$ cat src/include/tju_pkg.sv
package tju_pkg;

   // ---------------------------------------------------------------
   // Widths and control register layout
   // ---------------------------------------------------------------
   localparam int          XLEN            = 32;
   localparam int          BASE_LSB        = 6;
   localparam int          MODE_W          = 6;
   localparam logic [11:0] CSR_TJ_ADDR     = 12'h017;
   localparam logic [5:0]  MODE_JUMP_TABLE = 6'h00;
   localparam logic [31:0] CTRL_RESET      = 32'h0000_0000;

   // ---------------------------------------------------------------
   // Encoding of the compressed table jump
   // ---------------------------------------------------------------
   localparam logic [2:0]  ENC_FUNCT3      = 3'h5;
   localparam logic [2:0]  ENC_ZERO        = 3'h0;
   localparam logic [1:0]  ENC_QUADRANT    = 2'h2;
   localparam logic [7:0]  LINK_INDEX_MIN  = 8'h20;
   localparam int          ENTRY_SHIFT     = 2;
   localparam logic [31:0] INSTR_BYTES     = 32'h0000_0002;
   localparam logic [31:0] TARGET_MASK     = 32'hFFFF_FFFE;

   // ---------------------------------------------------------------
   // Trap causes and privilege levels
   // ---------------------------------------------------------------
   localparam logic [31:0] CAUSE_ILLEGAL   = 32'h0000_0002;
   localparam logic [31:0] CAUSE_VIRTUAL   = 32'h0000_0016;
   localparam logic [31:0] TVAL_NONE       = 32'h0000_0000;
   localparam logic [1:0]  PRIV_U          = 2'h0;
   localparam logic [1:0]  PRIV_M          = 2'h3;

   typedef enum logic [0:0] {
      TJU_IDLE  = 1'b0,
      TJU_FETCH = 1'b1
   } tju_state_t;

   typedef enum logic [1:0] {
      TJU_GATE_OK      = 2'h0,
      TJU_GATE_ILLEGAL = 2'h1,
      TJU_GATE_VIRTUAL = 2'h2
   } tju_gate_t;

endpackage

$ cat src/rtl/tju_table_jump_unit.sv
`timescale 1ns/1ps

// Notes on behaviour
// - Base comes from control register; each entry is one XLEN-bit word.
// - Two fetches, opcode then entry; entry needs execute, never read.
// - Entry fetch is flagged so triggers and breakpoints ignore it.
// - Fetch fault traps with instruction PC, fault cause, faulting address.
// - Control register sits at address 0x0017, user read and write.
// - Base field in bits 31..6, mode in bits 5..0, legal values only.
// - Base is 64-byte aligned; low six bits read zero.
// - Register always present; writable value set is our choice.
// - Base is virtual and translated when virtual memory is on.
// - Mode zero is jump table mode; writes keep only implemented modes.
// - Reserved mode makes both table jumps reserved encodings.
// - Clear state-enable bit 2 traps access and jumps below machine level.
// - Index below 32 decodes as the non-linking jump.
// - Index 32 or above decodes as the linking jump.
// - Entry address is base plus index shifted left by two.
// - Non-linking jump goes to entry value with bit 0 cleared.
// - Linking jump also puts next instruction address in return register.
// - Entries are read in current data endianness.
// - Linking jump pushes the return-address stack like a call.
module tju_table_jump_unit (
   input  wire logic        i_sys_clk,
   input  wire logic        i_rst,
   input  wire logic        i_instr_valid,
   input  wire logic [15:0] i_instr,
   input  wire logic [31:0] i_instr_pc,
   input  wire logic        i_instr_fault,
   input  wire logic [31:0] i_instr_fault_cause,
   input  wire logic [31:0] i_instr_fault_tval,
   output logic             o_instr_ready,
   output logic             o_instr_match,
   input  wire logic [1:0]  i_priv,
   input  wire logic        i_virt,
   input  wire logic        i_mstateen_jt,
   input  wire logic        i_hstateen_jt,
   input  wire logic        i_sstateen_jt,
   input  wire logic        i_data_big_endian,
   input  wire logic        i_vm_enable,
   output logic             o_fetch_req,
   output logic [31:0]      o_fetch_addr,
   output logic             o_fetch_exec_check,
   output logic             o_fetch_translate,
   output logic             o_fetch_no_trigger,
   input  wire logic        i_fetch_ack,
   input  wire logic [31:0] i_fetch_rdata,
   input  wire logic        i_fetch_fault,
   input  wire logic [31:0] i_fetch_fault_cause,
   input  wire logic        i_csr_req,
   input  wire logic        i_csr_we,
   input  wire logic [11:0] i_csr_addr,
   input  wire logic [31:0] i_csr_wdata,
   output logic             o_csr_ack,
   output logic             o_csr_hit,
   output logic [31:0]      o_csr_rdata,
   output logic             o_csr_illegal,
   output logic             o_csr_virtual,
   output logic             o_jump_valid,
   output logic [31:0]      o_jump_target,
   output logic             o_link_we,
   output logic [31:0]      o_link_data,
   output logic             o_ras_push,
   output logic             o_trap_valid,
   output logic [31:0]      o_trap_epc,
   output logic [31:0]      o_trap_cause,
   output logic [31:0]      o_trap_tval
);

   // ---------------------------------------------------------------
   // Helper functions
   // ---------------------------------------------------------------
   function automatic logic is_table_jump(input logic [15:0] instr);
      is_table_jump = (instr[15:13] == tju_pkg::ENC_FUNCT3) &&
                      (instr[12:10] == tju_pkg::ENC_ZERO) &&
                      (instr[1:0] == tju_pkg::ENC_QUADRANT);
   endfunction

   // Same gate for register access and for execution
   function automatic tju_pkg::tju_gate_t gate_check(
      input logic [1:0] priv,
      input logic       virt,
      input logic       m_en,
      input logic       h_en,
      input logic       s_en
   );
      if (priv == tju_pkg::PRIV_M) begin
         gate_check = tju_pkg::TJU_GATE_OK;
      end else if (!m_en) begin
         gate_check = tju_pkg::TJU_GATE_ILLEGAL;
      end else if (virt && !h_en) begin
         gate_check = tju_pkg::TJU_GATE_VIRTUAL;
      end else if ((priv == tju_pkg::PRIV_U) && !s_en) begin
         gate_check = virt ? tju_pkg::TJU_GATE_VIRTUAL
                           : tju_pkg::TJU_GATE_ILLEGAL;
      end else begin
         gate_check = tju_pkg::TJU_GATE_OK;
      end
   endfunction

   // Fetch path returns bytes in little-endian lane order
   function automatic logic [31:0] to_data_endian(
      input logic [31:0] word,
      input logic        big
   );
      to_data_endian = big ? {word[7:0], word[15:8], word[23:16],
                              word[31:24]} : word;
   endfunction

   // Only jump table mode is implemented
   function automatic logic mode_implemented(input logic [5:0] mode);
      mode_implemented = (mode == tju_pkg::MODE_JUMP_TABLE);
   endfunction

   // ---------------------------------------------------------------
   // State
   // ---------------------------------------------------------------
   tju_pkg::tju_state_t state;
   tju_pkg::tju_state_t next_state;
   logic [31:tju_pkg::BASE_LSB]  base;
   logic [31:tju_pkg::BASE_LSB]  next_base;
   logic [tju_pkg::MODE_W-1:0]   mode;
   logic [tju_pkg::MODE_W-1:0]   next_mode;
   logic [31:0]                  pc_hold;
   logic [31:0]                  next_pc_hold;
   logic                         link_hold;
   logic                         next_link_hold;
   logic [31:0]                  next_fetch_addr;
   logic                         next_csr_ack;
   logic                         next_csr_hit;
   logic [31:0]                  next_csr_rdata;
   logic                         next_csr_illegal;
   logic                         next_csr_virtual;
   logic                         next_jump_valid;
   logic [31:0]                  next_jump_target;
   logic                         next_link_we;
   logic [31:0]                  next_link_data;
   logic                         next_ras_push;
   logic                         next_trap_valid;
   logic [31:0]                  next_trap_epc;
   logic [31:0]                  next_trap_cause;
   logic [31:0]                  next_trap_tval;

   tju_pkg::tju_gate_t           gate;
   logic [31:0]                  ctrl_value;
   logic [31:0]                  entry_word;
   logic [7:0]                   index;

   assign gate          = gate_check(i_priv, i_virt, i_mstateen_jt,
                                     i_hstateen_jt, i_sstateen_jt);
   assign ctrl_value    = {base, mode};
   assign entry_word    = to_data_endian(i_fetch_rdata, i_data_big_endian);
   assign index         = i_instr[9:2];
   assign o_instr_ready = (state == tju_pkg::TJU_IDLE);
   assign o_instr_match = is_table_jump(i_instr);

   // ---------------------------------------------------------------
   // Entry fetch attributes
   // ---------------------------------------------------------------
   assign o_fetch_req        = (state == tju_pkg::TJU_FETCH);
   assign o_fetch_exec_check = 1'b1;
   assign o_fetch_translate  = i_vm_enable;
   assign o_fetch_no_trigger = 1'b1;

   // ---------------------------------------------------------------
   // Next-state logic
   // ---------------------------------------------------------------
   always_comb begin
      next_state       = state;
      next_base        = base;
      next_mode        = mode;
      next_pc_hold     = pc_hold;
      next_link_hold   = link_hold;
      next_fetch_addr  = o_fetch_addr;
      next_csr_ack     = 1'b0;
      next_csr_hit     = 1'b0;
      next_csr_rdata   = o_csr_rdata;
      next_csr_illegal = 1'b0;
      next_csr_virtual = 1'b0;
      next_jump_valid  = 1'b0;
      next_jump_target = o_jump_target;
      next_link_we     = 1'b0;
      next_link_data   = o_link_data;
      next_ras_push    = 1'b0;
      next_trap_valid  = 1'b0;
      next_trap_epc    = o_trap_epc;
      next_trap_cause  = o_trap_cause;
      next_trap_tval   = o_trap_tval;

      // Register access, independent of an entry fetch in flight
      if (i_csr_req) begin
         next_csr_ack = 1'b1;
         if (i_csr_addr == tju_pkg::CSR_TJ_ADDR) begin
            next_csr_hit = 1'b1;
            if (gate == tju_pkg::TJU_GATE_ILLEGAL) begin
               next_csr_illegal = 1'b1;
               next_csr_rdata   = tju_pkg::TVAL_NONE;
            end else if (gate == tju_pkg::TJU_GATE_VIRTUAL) begin
               next_csr_virtual = 1'b1;
               next_csr_rdata   = tju_pkg::TVAL_NONE;
            end else begin
               next_csr_rdata = ctrl_value;
               if (i_csr_we) begin
                  next_base = i_csr_wdata[31:tju_pkg::BASE_LSB];
                  if (mode_implemented(
                         i_csr_wdata[tju_pkg::MODE_W-1:0])) begin
                     next_mode = i_csr_wdata[tju_pkg::MODE_W-1:0];
                  end
               end
            end
         end else begin
            next_csr_rdata = tju_pkg::TVAL_NONE;
         end
      end

      case (state)
         tju_pkg::TJU_IDLE: begin
            if (i_instr_valid && is_table_jump(i_instr)) begin
               next_pc_hold   = i_instr_pc;
               next_link_hold = (index >= tju_pkg::LINK_INDEX_MIN);
               if (i_instr_fault) begin
                  next_trap_valid = 1'b1;
                  next_trap_epc   = i_instr_pc;
                  next_trap_cause = i_instr_fault_cause;
                  next_trap_tval  = i_instr_fault_tval;
               end else if (gate != tju_pkg::TJU_GATE_OK) begin
                  next_trap_valid = 1'b1;
                  next_trap_epc   = i_instr_pc;
                  next_trap_cause = (gate == tju_pkg::TJU_GATE_VIRTUAL)
                                    ? tju_pkg::CAUSE_VIRTUAL
                                    : tju_pkg::CAUSE_ILLEGAL;
                  next_trap_tval  = tju_pkg::TVAL_NONE;
               end else if (!mode_implemented(mode)) begin
                  // Reserved mode: not a table jump at all
                  next_trap_valid = 1'b1;
                  next_trap_epc   = i_instr_pc;
                  next_trap_cause = tju_pkg::CAUSE_ILLEGAL;
                  next_trap_tval  = tju_pkg::TVAL_NONE;
               end else begin
                  next_fetch_addr = {base, {tju_pkg::BASE_LSB{1'b0}}} +
                     {22'h00_0000, index,
                      {tju_pkg::ENTRY_SHIFT{1'b0}}};
                  next_state = tju_pkg::TJU_FETCH;
               end
            end
         end
         tju_pkg::TJU_FETCH: begin
            // Nothing architectural moves until the entry is back
            if (i_fetch_ack) begin
               next_state = tju_pkg::TJU_IDLE;
               if (i_fetch_fault) begin
                  next_trap_valid = 1'b1;
                  next_trap_epc   = pc_hold;
                  next_trap_cause = i_fetch_fault_cause;
                  next_trap_tval  = o_fetch_addr;
               end else begin
                  next_jump_valid  = 1'b1;
                  next_jump_target = entry_word &
                                     tju_pkg::TARGET_MASK;
                  next_link_we     = link_hold;
                  next_link_data   = pc_hold + tju_pkg::INSTR_BYTES;
                  next_ras_push    = link_hold;
               end
            end
         end
         default: begin
            next_state = tju_pkg::TJU_IDLE;
         end
      endcase
   end

   // ---------------------------------------------------------------
   // Registers
   // ---------------------------------------------------------------
   always_ff @(posedge i_sys_clk) begin
      if (i_rst) begin
         state         <= tju_pkg::TJU_IDLE;
         base          <= tju_pkg::CTRL_RESET[31:tju_pkg::BASE_LSB];
         mode          <= tju_pkg::CTRL_RESET[tju_pkg::MODE_W-1:0];
         pc_hold       <= 32'h0000_0000;
         link_hold     <= 1'b0;
         o_fetch_addr  <= 32'h0000_0000;
         o_csr_ack     <= 1'b0;
         o_csr_hit     <= 1'b0;
         o_csr_rdata   <= 32'h0000_0000;
         o_csr_illegal <= 1'b0;
         o_csr_virtual <= 1'b0;
         o_jump_valid  <= 1'b0;
         o_jump_target <= 32'h0000_0000;
         o_link_we     <= 1'b0;
         o_link_data   <= 32'h0000_0000;
         o_ras_push    <= 1'b0;
         o_trap_valid  <= 1'b0;
         o_trap_epc    <= 32'h0000_0000;
         o_trap_cause  <= 32'h0000_0000;
         o_trap_tval   <= 32'h0000_0000;
      end else begin
         state         <= next_state;
         base          <= next_base;
         mode          <= next_mode;
         pc_hold       <= next_pc_hold;
         link_hold     <= next_link_hold;
         o_fetch_addr  <= next_fetch_addr;
         o_csr_ack     <= next_csr_ack;
         o_csr_hit     <= next_csr_hit;
         o_csr_rdata   <= next_csr_rdata;
         o_csr_illegal <= next_csr_illegal;
         o_csr_virtual <= next_csr_virtual;
         o_jump_valid  <= next_jump_valid;
         o_jump_target <= next_jump_target;
         o_link_we     <= next_link_we;
         o_link_data   <= next_link_data;
         o_ras_push    <= next_ras_push;
         o_trap_valid  <= next_trap_valid;
         o_trap_epc    <= next_trap_epc;
         o_trap_cause  <= next_trap_cause;
         o_trap_tval   <= next_trap_tval;
      end
   end

endmodule

$ cat config.mk
export PLATFORM = sky130hd
export DESIGN_NAME = tju_table_jump_unit
export DESIGN_NICKNAME = d
export VERILOG_FILES = /design/src/include/tju_pkg.sv /design/src/rtl/tju_table_jump_unit.sv
export SDC_FILE = /design/constraint.sdc
export NUM_CORES = 1
export LEC_CHECK = 0
export BUFFER_PORTS_ARGS = -buffer_cell sky130_fd_sc_hd__buf_2
export CORE_AREA = 2 2 186 188
export DETAILED_ROUTE_END_ITERATION = 10
export DIE_AREA = 0 0 188 190
export GPL_TIMING_DRIVEN = 0
export SYNTH_ARGS = -nofsm -noshare
export SYNTH_HDL_FRONTEND = slang
export SYNTH_SLANG_ARGS = --single-unit
$ cat constraint.sdc
create_clock -name i_sys_clk -period 5.59 [get_ports i_sys_clk]
set_input_delay 0.559 -clock i_sys_clk [delete_from_list [all_inputs] [get_ports i_sys_clk]]
set_output_delay 0.559 -clock i_sys_clk [all_outputs]
set_load 0.01 [all_outputs]
==> flow_metrics.tcl, run 1 <==
set metrics [dict create \
    outcome "finished, final reports clean" \
    cts_tree "yes" \
    synthFlopType "dfxtp_1" \
    rows 68 \
    start_kind "input port" \
    synthAdderAreaFrac_pct 0.9717 \
    crit_arrival_ps 3580 \
    crit_fanout 10 \
    synth-simple-area-share_pct 21.07 \
    yosys-top-cells-count "dfxtp_1 (294), nor2_1 (232), nand2_1 (145)" \
    place_inst 2351 \
    ys_warn_count 0 \
    post_cts_resized 0 \
    hold_viol_final 0 \
    cts.htree.levels 2 \
    die_h_um 190 \
    drive_gt1_share_pct 27.71 \
    synth_compound_area_share_pct 16.40 \
    drtIter0Drc 636 \
    wl_um 49580 \
    nets 2177 \
    route.detailed.vias_per_inst 5.214 \
    fin_skew_ps 17.93 \
    instances_no_fill 2407 \
    leakage_uw 0.006674 \
    synth_xor_area_share_pct 3.684 \
    start_util_pct 36.41 \
    fillers 3432 \
    ioPinCount 474 \
    synth-async-reset-ratio_pct 0 \
    clockBufferDepth 3 \
    setup-violations-final 0 \
    slowest_delay_ps 670 \
    critical_path_class "in -> reg" \
    root_buffer "clkbuf_16" \
    synth_top_area_cell "dfxtp_1" \
    crit_chain "buf_2, a21o_1, a21boi_0, ha_1, nor4b_1, nand2_1, a32oi_1, buf_2, clkbuf_1, a221oi_1, nor3_1" \
    clk_pin_slew_ps 60 \
    cts_hold_buf 0 \
    io_buffer_count 465 \
    syn_area_per_cell_um2 8.657 \
    synthTopCellsByArea "dfxtp_1 (48%), nor2_1 (7.0%), a211oi_1 (6.9%)" \
    synth.most_common_cell "dfxtp_1" \
    num_vias 12550 \
    fin_crit_ps 3148 \
    tns_ps 0 \
    grt_pass1_wl_um 73080 \
    areaGrowthSynthToFinish_pct 32.31 \
    yosys.area.top_type_share_pct 47.61 \
    first_global_vias 12240 \
    multiInputGateArea_um2 5927 \
    die_x_um 188 \
    gp_congestion 0.8930 \
    die_area_um2 35720 \
    syn_inst 1428 \
    synthMuxAreaShare_pct 5.668 \
    synth_top_family_by_area "simple AND/OR/NAND/NOR gates" \
    slowest_stage "clkbuf_1" \
    hold_class "in -> reg" \
    remaining_drc_errors 0 \
    drtPass1Iterations 7 \
    synth_edf_count 0 \
    synth_cell_type_count 52 \
    numCtsBuffers 34 \
    rsz0062_at_grt "no" \
    seqCellArea_um2 5886 \
    tightest_slew_ps 1086 \
    power_density_nw_per_um2 277.4 \
    cts_sinks 294 \
    overflow 0 \
    grt_antenna_before_repair 5 \
    antenna_left 0 \
    grt_use_total_pct 26.55 \
    netlist_area_um2 12360 \
    grt_max_degree 13 \
    cpMostUsedCell "buf_2" \
    fmax_mhz 317.6 \
    max-slew-margin-rel_pct 27.07 \
    synth-seq-area-share_pct 47.61 \
    slew_violations 0 \
    core-area_um2 33950 \
    ir_drop_mv 0.1699 \
    clkLatencyLatePin_ps 510 \
    crit_required_ps 6020 \
    cp-end-kind "register" \
    ys_ff_latch 294 \
    wl_per_cell_um 20.60 \
    timing.final.crit_share_pct 56.32 \
    hpwl_um 38920 \
    max_cap_violations 0 \
    postCtsSetupBuffers 0 \
]
==> power breakdown <==
group	switching, µW	internal [µW]	leakage [µW]
clock network	866	1340	0.000528
registers	1.49	2100	0.00237
logic	136	93.4	0.00378
==> kinds of logic after synthesis <==
kind of cell | after synthesis
and+or+nand+nor | 573
other | 2
AOI/OAI and AO/OA | 294
DFF | 294
xor gates and xnor gates | 52
adders and majority gates | 9
buffers and inverters | 134
muxes | 70
==> state kept, by name, summed over array words and instances, names as in the netlist, 6 cells and up <==
signal	flops
pc_hold	32
o_trap_cause	32
o_csr_rdata	32
o_trap_epc	32
o_link_data	32
o_fetch_addr	30
o_trap_tval	32
o_jump_target	31
mode	6
base	26
==> placed cells by master, fill, tap and decap left out, types with 12 or more instances in the layout <==
cell         n
nor3_1      71
nor2_1     232
nor2b_1     36
mux2i_1     70
nand4_1     12
nand2_1    145
a21oi_1    102
buf_2      478
a211oi_1   114
dfxtp_1    294
a221oi_1    59
xor2_1      26
clkbuf_1   106
nand3_1     21
xnor2_1     26
clkbuf_16   35
==> stage by stage <==
step	area (µm²)	utilization [%]	power (µW)	hold WS (ps)	setup WS, ps
6_report	16360	48.18	4537	301.6	2442
5_1_grt	16350	48.17	4677	292.3	2222
2_1_floorplan	12370	-	2231	430.5	3099
4_1_cts	16350	48.16	4576	280.7	2419
3_5_place_dp	15270	44.98	2374	448.2	1978
3_3_place_gp	15270	44.98	2372	438.8	1978
==> layer usage <==
layer / global-route usage (%) / vias to the layer above / routed length (µm)
met1: 31.69 / 5942 / 20580
met2: 47.69 / 492 / 24420
met5: 0 / - / 11
met3: 5.147 / 78 / 3060
li1: - / 6036 / -
met4: 8.934 / 2 / 1515
==> final cells by class <==
| type | count | area share [%] |
|---|---|---|
| buffer | 124 | 3.198 |
| clock inverter | 5 | 0.6349 |
| timing repair buffer | 465 | 14.23 |
| inverter | 10 | 0.2295 |
| sequential | 294 | 35.99 |
| tap | 455 | 3.481 |
| clock buffer | 48 | 5.959 |
| multi-input combinational | 1003 | 36.24 |
| antenna | 3 | 0.04590 |
==> worst paths after layout <==
kind                        from         endpoint  slack, ps  cells after the start
hold / removal        i_instr[4]  o_fetch_addr[4]        300                      3
hold reg to reg   o_link_data[2]   o_link_data[2]        450                      2
setup / recovery       i_priv[0]   o_trap_tval[5]       2440                     11
setup reg to reg     o_fetch_req   o_trap_tval[5]       2800                      8
==> worst max-delay path, delay by kind of cell <==
family	cells	cell delay, ps
buffers and inverters	3	1100
AOI/OAI and AO/OA	4	980
adders and majority gates	1	230
and+or+nand+nor	3	720
No activity file was read; power rests on OpenSTA's default activity.
==> run 2, diff against run 1 <==
--- a/config.mk
+++ b/config.mk
@@ -5,11 +5,13 @@
 export SDC_FILE = /design/constraint.sdc
 export NUM_CORES = 1
 export LEC_CHECK = 0
+export ABC_AREA = 1
 export BUFFER_PORTS_ARGS = -buffer_cell sky130_fd_sc_hd__buf_2
 export CORE_AREA = 2 2 186 188
 export DETAILED_ROUTE_END_ITERATION = 10
 export DIE_AREA = 0 0 188 190
 export GPL_TIMING_DRIVEN = 0
+export PLACE_DENSITY = 0.7
 export SYNTH_ARGS = -nofsm -noshare
 export SYNTH_HDL_FRONTEND = slang
 export SYNTH_SLANG_ARGS = --single-unit
==> constraint.sdc (replaced) <==
create_clock -name i_sys_clk -period 2.75 [get_ports i_sys_clk]
set_input_delay 0.275 -clock i_sys_clk [delete_from_list [all_inputs] [get_ports i_sys_clk]]
set_output_delay 0.275 -clock i_sys_clk [all_outputs]
set_load 0.01 [all_outputs]
==> run 2 against run 1 <==
  * Critical path depth grew 3
  * Die area is the same
  * Clock power grew 92%
  * Worst hold slack lost 290 ps
  * Register-to-register slack lost 2400 ps
  * Largest cell class unchanged
  * Largest power group is now sequential cells
  * Highest routed layer unchanged
==> flow_metrics.tcl, run 2 <==
set metrics [dict create \
    drive_gt1_share_pct 22.61 \
    ir_drop_mv 0.4421 \
    drtIter0Drc 1136 \
    grt_antenna_before_repair 9 \
    cts_tree "yes" \
    crit_arrival_ps 2910 \
    max-slew-margin-rel_pct 33.95 \
    grt_pass1_wl_um 84240 \
    ys_ff_latch 294 \
    grt_use_total_pct 30.45 \
    grt_max_degree 15 \
    internal-power_uw 6956 \
    synthFlopType "dfxtp_1" \
    ioPinCount 474 \
    hpwl_um 44580 \
    io_buffer_count 465 \
    wl_um 56850 \
    remaining_drc_errors 0 \
    critical_path_class "in -> reg" \
    min_path_cells 3 \
    ff2ff_path_depth 9 \
    clockBufferDepth 3 \
    crit_chain "buf_2, or3_1, o21ai_0, and2_1, inv_1, ha_1, nand2_1, nor3_2, nand2_1, nand3_4, nand2_4, clkinv_1, nor2_1, nor2_1" \
    syn_inst 2003 \
    rsz0062_at_grt "no" \
    rows 68 \
    clk_pin_slew_ps 70 \
    path_depth 14 \
    max_cap_violations 0 \
    seq_power_share_pct 46.6 \
    antenna_left 0 \
    overflow 0 \
    syn_area_per_cell_um2 6.822 \
    fin_crit_ps 2463 \
    die_x_um 188 \
    synth_top_area_cell "dfxtp_1" \
    yosys.area.top_type_share_pct 43.07 \
    worstHoldStart "i_fetch_rdata[17]" \
    wl_per_cell_um 18.75 \
    tightest_slew_ps 990.7 \
    start_util_pct 40.25 \
    fmax_mhz 406.1 \
    yosys-top-cells-count "nand2_1 (502), dfxtp_1 (294), nor2_1 (236)" \
    route.detailed.vias_per_inst 5.140 \
    synth-seq-area-share_pct 43.07 \
    slew_violations 0 \
    final_cell_area_um2 18030 \
    cts_sinks 294 \
    synth_edf_count 0 \
    slowest_stage "clkinv_1" \
    num_vias 15590 \
    leakage_uw 0.008911 \
    slowest_delay_ps 420 \
    hold_class "in -> reg" \
    cp_num_buf_inv 3 \
    die_h_um 190 \
    fin_skew_ps 12.77 \
    hold_viol_final 0 \
    worstReg2RegStart "base[6]" \
    numCtsBuffers 31 \
    netlist_area_um2 13660 \
    crit_fanout 10 \
    first_global_vias 14750 \
    crit_required_ps 3200 \
    outcome "finished, final reports clean" \
    core-area_um2 33950 \
    timing.final.crit_share_pct 89.55 \
    startpoint "i_priv[1]" \
    p_sw_share_pct 23.97 \
    tns_ps 0 \
    ys_warn_count 0 \
    cp-end-kind "register" \
    synth-async-reset-ratio_pct 0 \
    cts.htree.levels 1 \
    synth_cell_type_count 41 \
    final_cell_mix "nand2_1 (502), buf_2 (497), dfxtp_1 (294)" \
    nets 2791 \
    root_buffer "clkbuf_16" \
    post_cts_resized 0 \
    gp_congestion 0.9532 \
    synth.most_common_cell "nand2_1" \
    pwr-share-clk_pct 46.4 \
    areaGrowthSynthToFinish_pct 31.94 \
    synthTopCellsByArea "dfxtp_1 (43%), nand2_1 (14%), a21oi_1 (6.5%)" \
    cp_top_family "simple AND/OR/NAND/NOR gates" \
    p_comb_share_pct 7.0 \
    placed_area_um2 16570 \
    clkLatencyLatePin_ps 570 \
    start_kind "input port" \
    die_area_um2 35720 \
    final_common_cell "nand2_1" \
    power_density_nw_per_um2 507.4 \
    final_util_pct 53.11 \
    drtPass1Iterations 5 \
    setup-violations-final 0 \
    switchingPower_uw 2192 \
]
[run 2: power by group through the flow]
stage / Sequential, µW / Clock, µW / Combinational, µW
after global routing: 4260 / 4470 / 690
after global placement: 4360 / 0 / 576
after detailed placement: 4360 / 0 / 581
after floorplan: 4360 / 0 / 266
after CTS: 4260 / 4290 / 630
final: 4260 / 4250 / 638
[run 2: repair_timing]
action / CTS / global route
hold endpoints to repair: 42 / 0
setup buffers: 0 / 0
hold buffers: 42 / 0
[run 2: logic make-up (layout without fill, tap and decap cells)]
group / Yosys count / in the layout / synth area share (%)
adder cells (fa/ha/maj): 9 / 9 / 0.8791
AND/OR/NAND/NOR: 969 / 969 / 29.71
XOR/XNOR: 15 / 15 / 0.9615
AO/OA/AOI/OAI: 396 / 396 / 15.61
flip-flops: 294 / 294 / 43.07
buffers and inverters: 318 / 882 / 9.706
other: 2 / 12 / 0.05496
[run 2: cell type report]
type                       instances  area (µm²)
fill                            3392       15920
multi-input combinational       1394        6464
sequential                       294        5886
timing repair buffer             507        2748
clock buffer                      37       828.3
inverter                         193       726.9
buffer                           125       599.3
tap                              455       569.3
clock inverter                    20       190.2
antenna                            7       17.52
[run 2: layer usage]
layer | wire length, µm | global-route usage (%)
met2 | 26970 | 52.61
met1 | 23250 | 37.95
met4 | 2273 | 12.02
met5 | 35 | 0
met3 | 4311 | 4.962
[run 2: path summary, 6_finish.rpt]
path | end | slack, ps
worst max-delay path | o_trap_cause[2] | 290
worst min-delay path | o_jump_target[9] | 10
worst max register to register | o_fetch_addr[22] | 380
worst min register to register | o_trap_cause[16] | 440
[run 2: metrics by stage]
step                      hold slack (ps)  std cells  power [µW]  worst slack (ps)
after floorplan                     409.9       2006        4626             550.9
after global placement              425.1       2926        4937            -170.2
after detailed placement            429.4       2926        4941            -235.1
after CTS                           2.601       3025        9188             347.4
after global routing                31.97       3029        9419             93.30
final                               13.93       3032        9148             287.4
[run 2: worst min-delay path, delay by kind of cell]
| family | cells | cell delay, ps |
|---|---|---|
| buf+inv | 1 | 90 |
| compound gates | 2 | 180 |
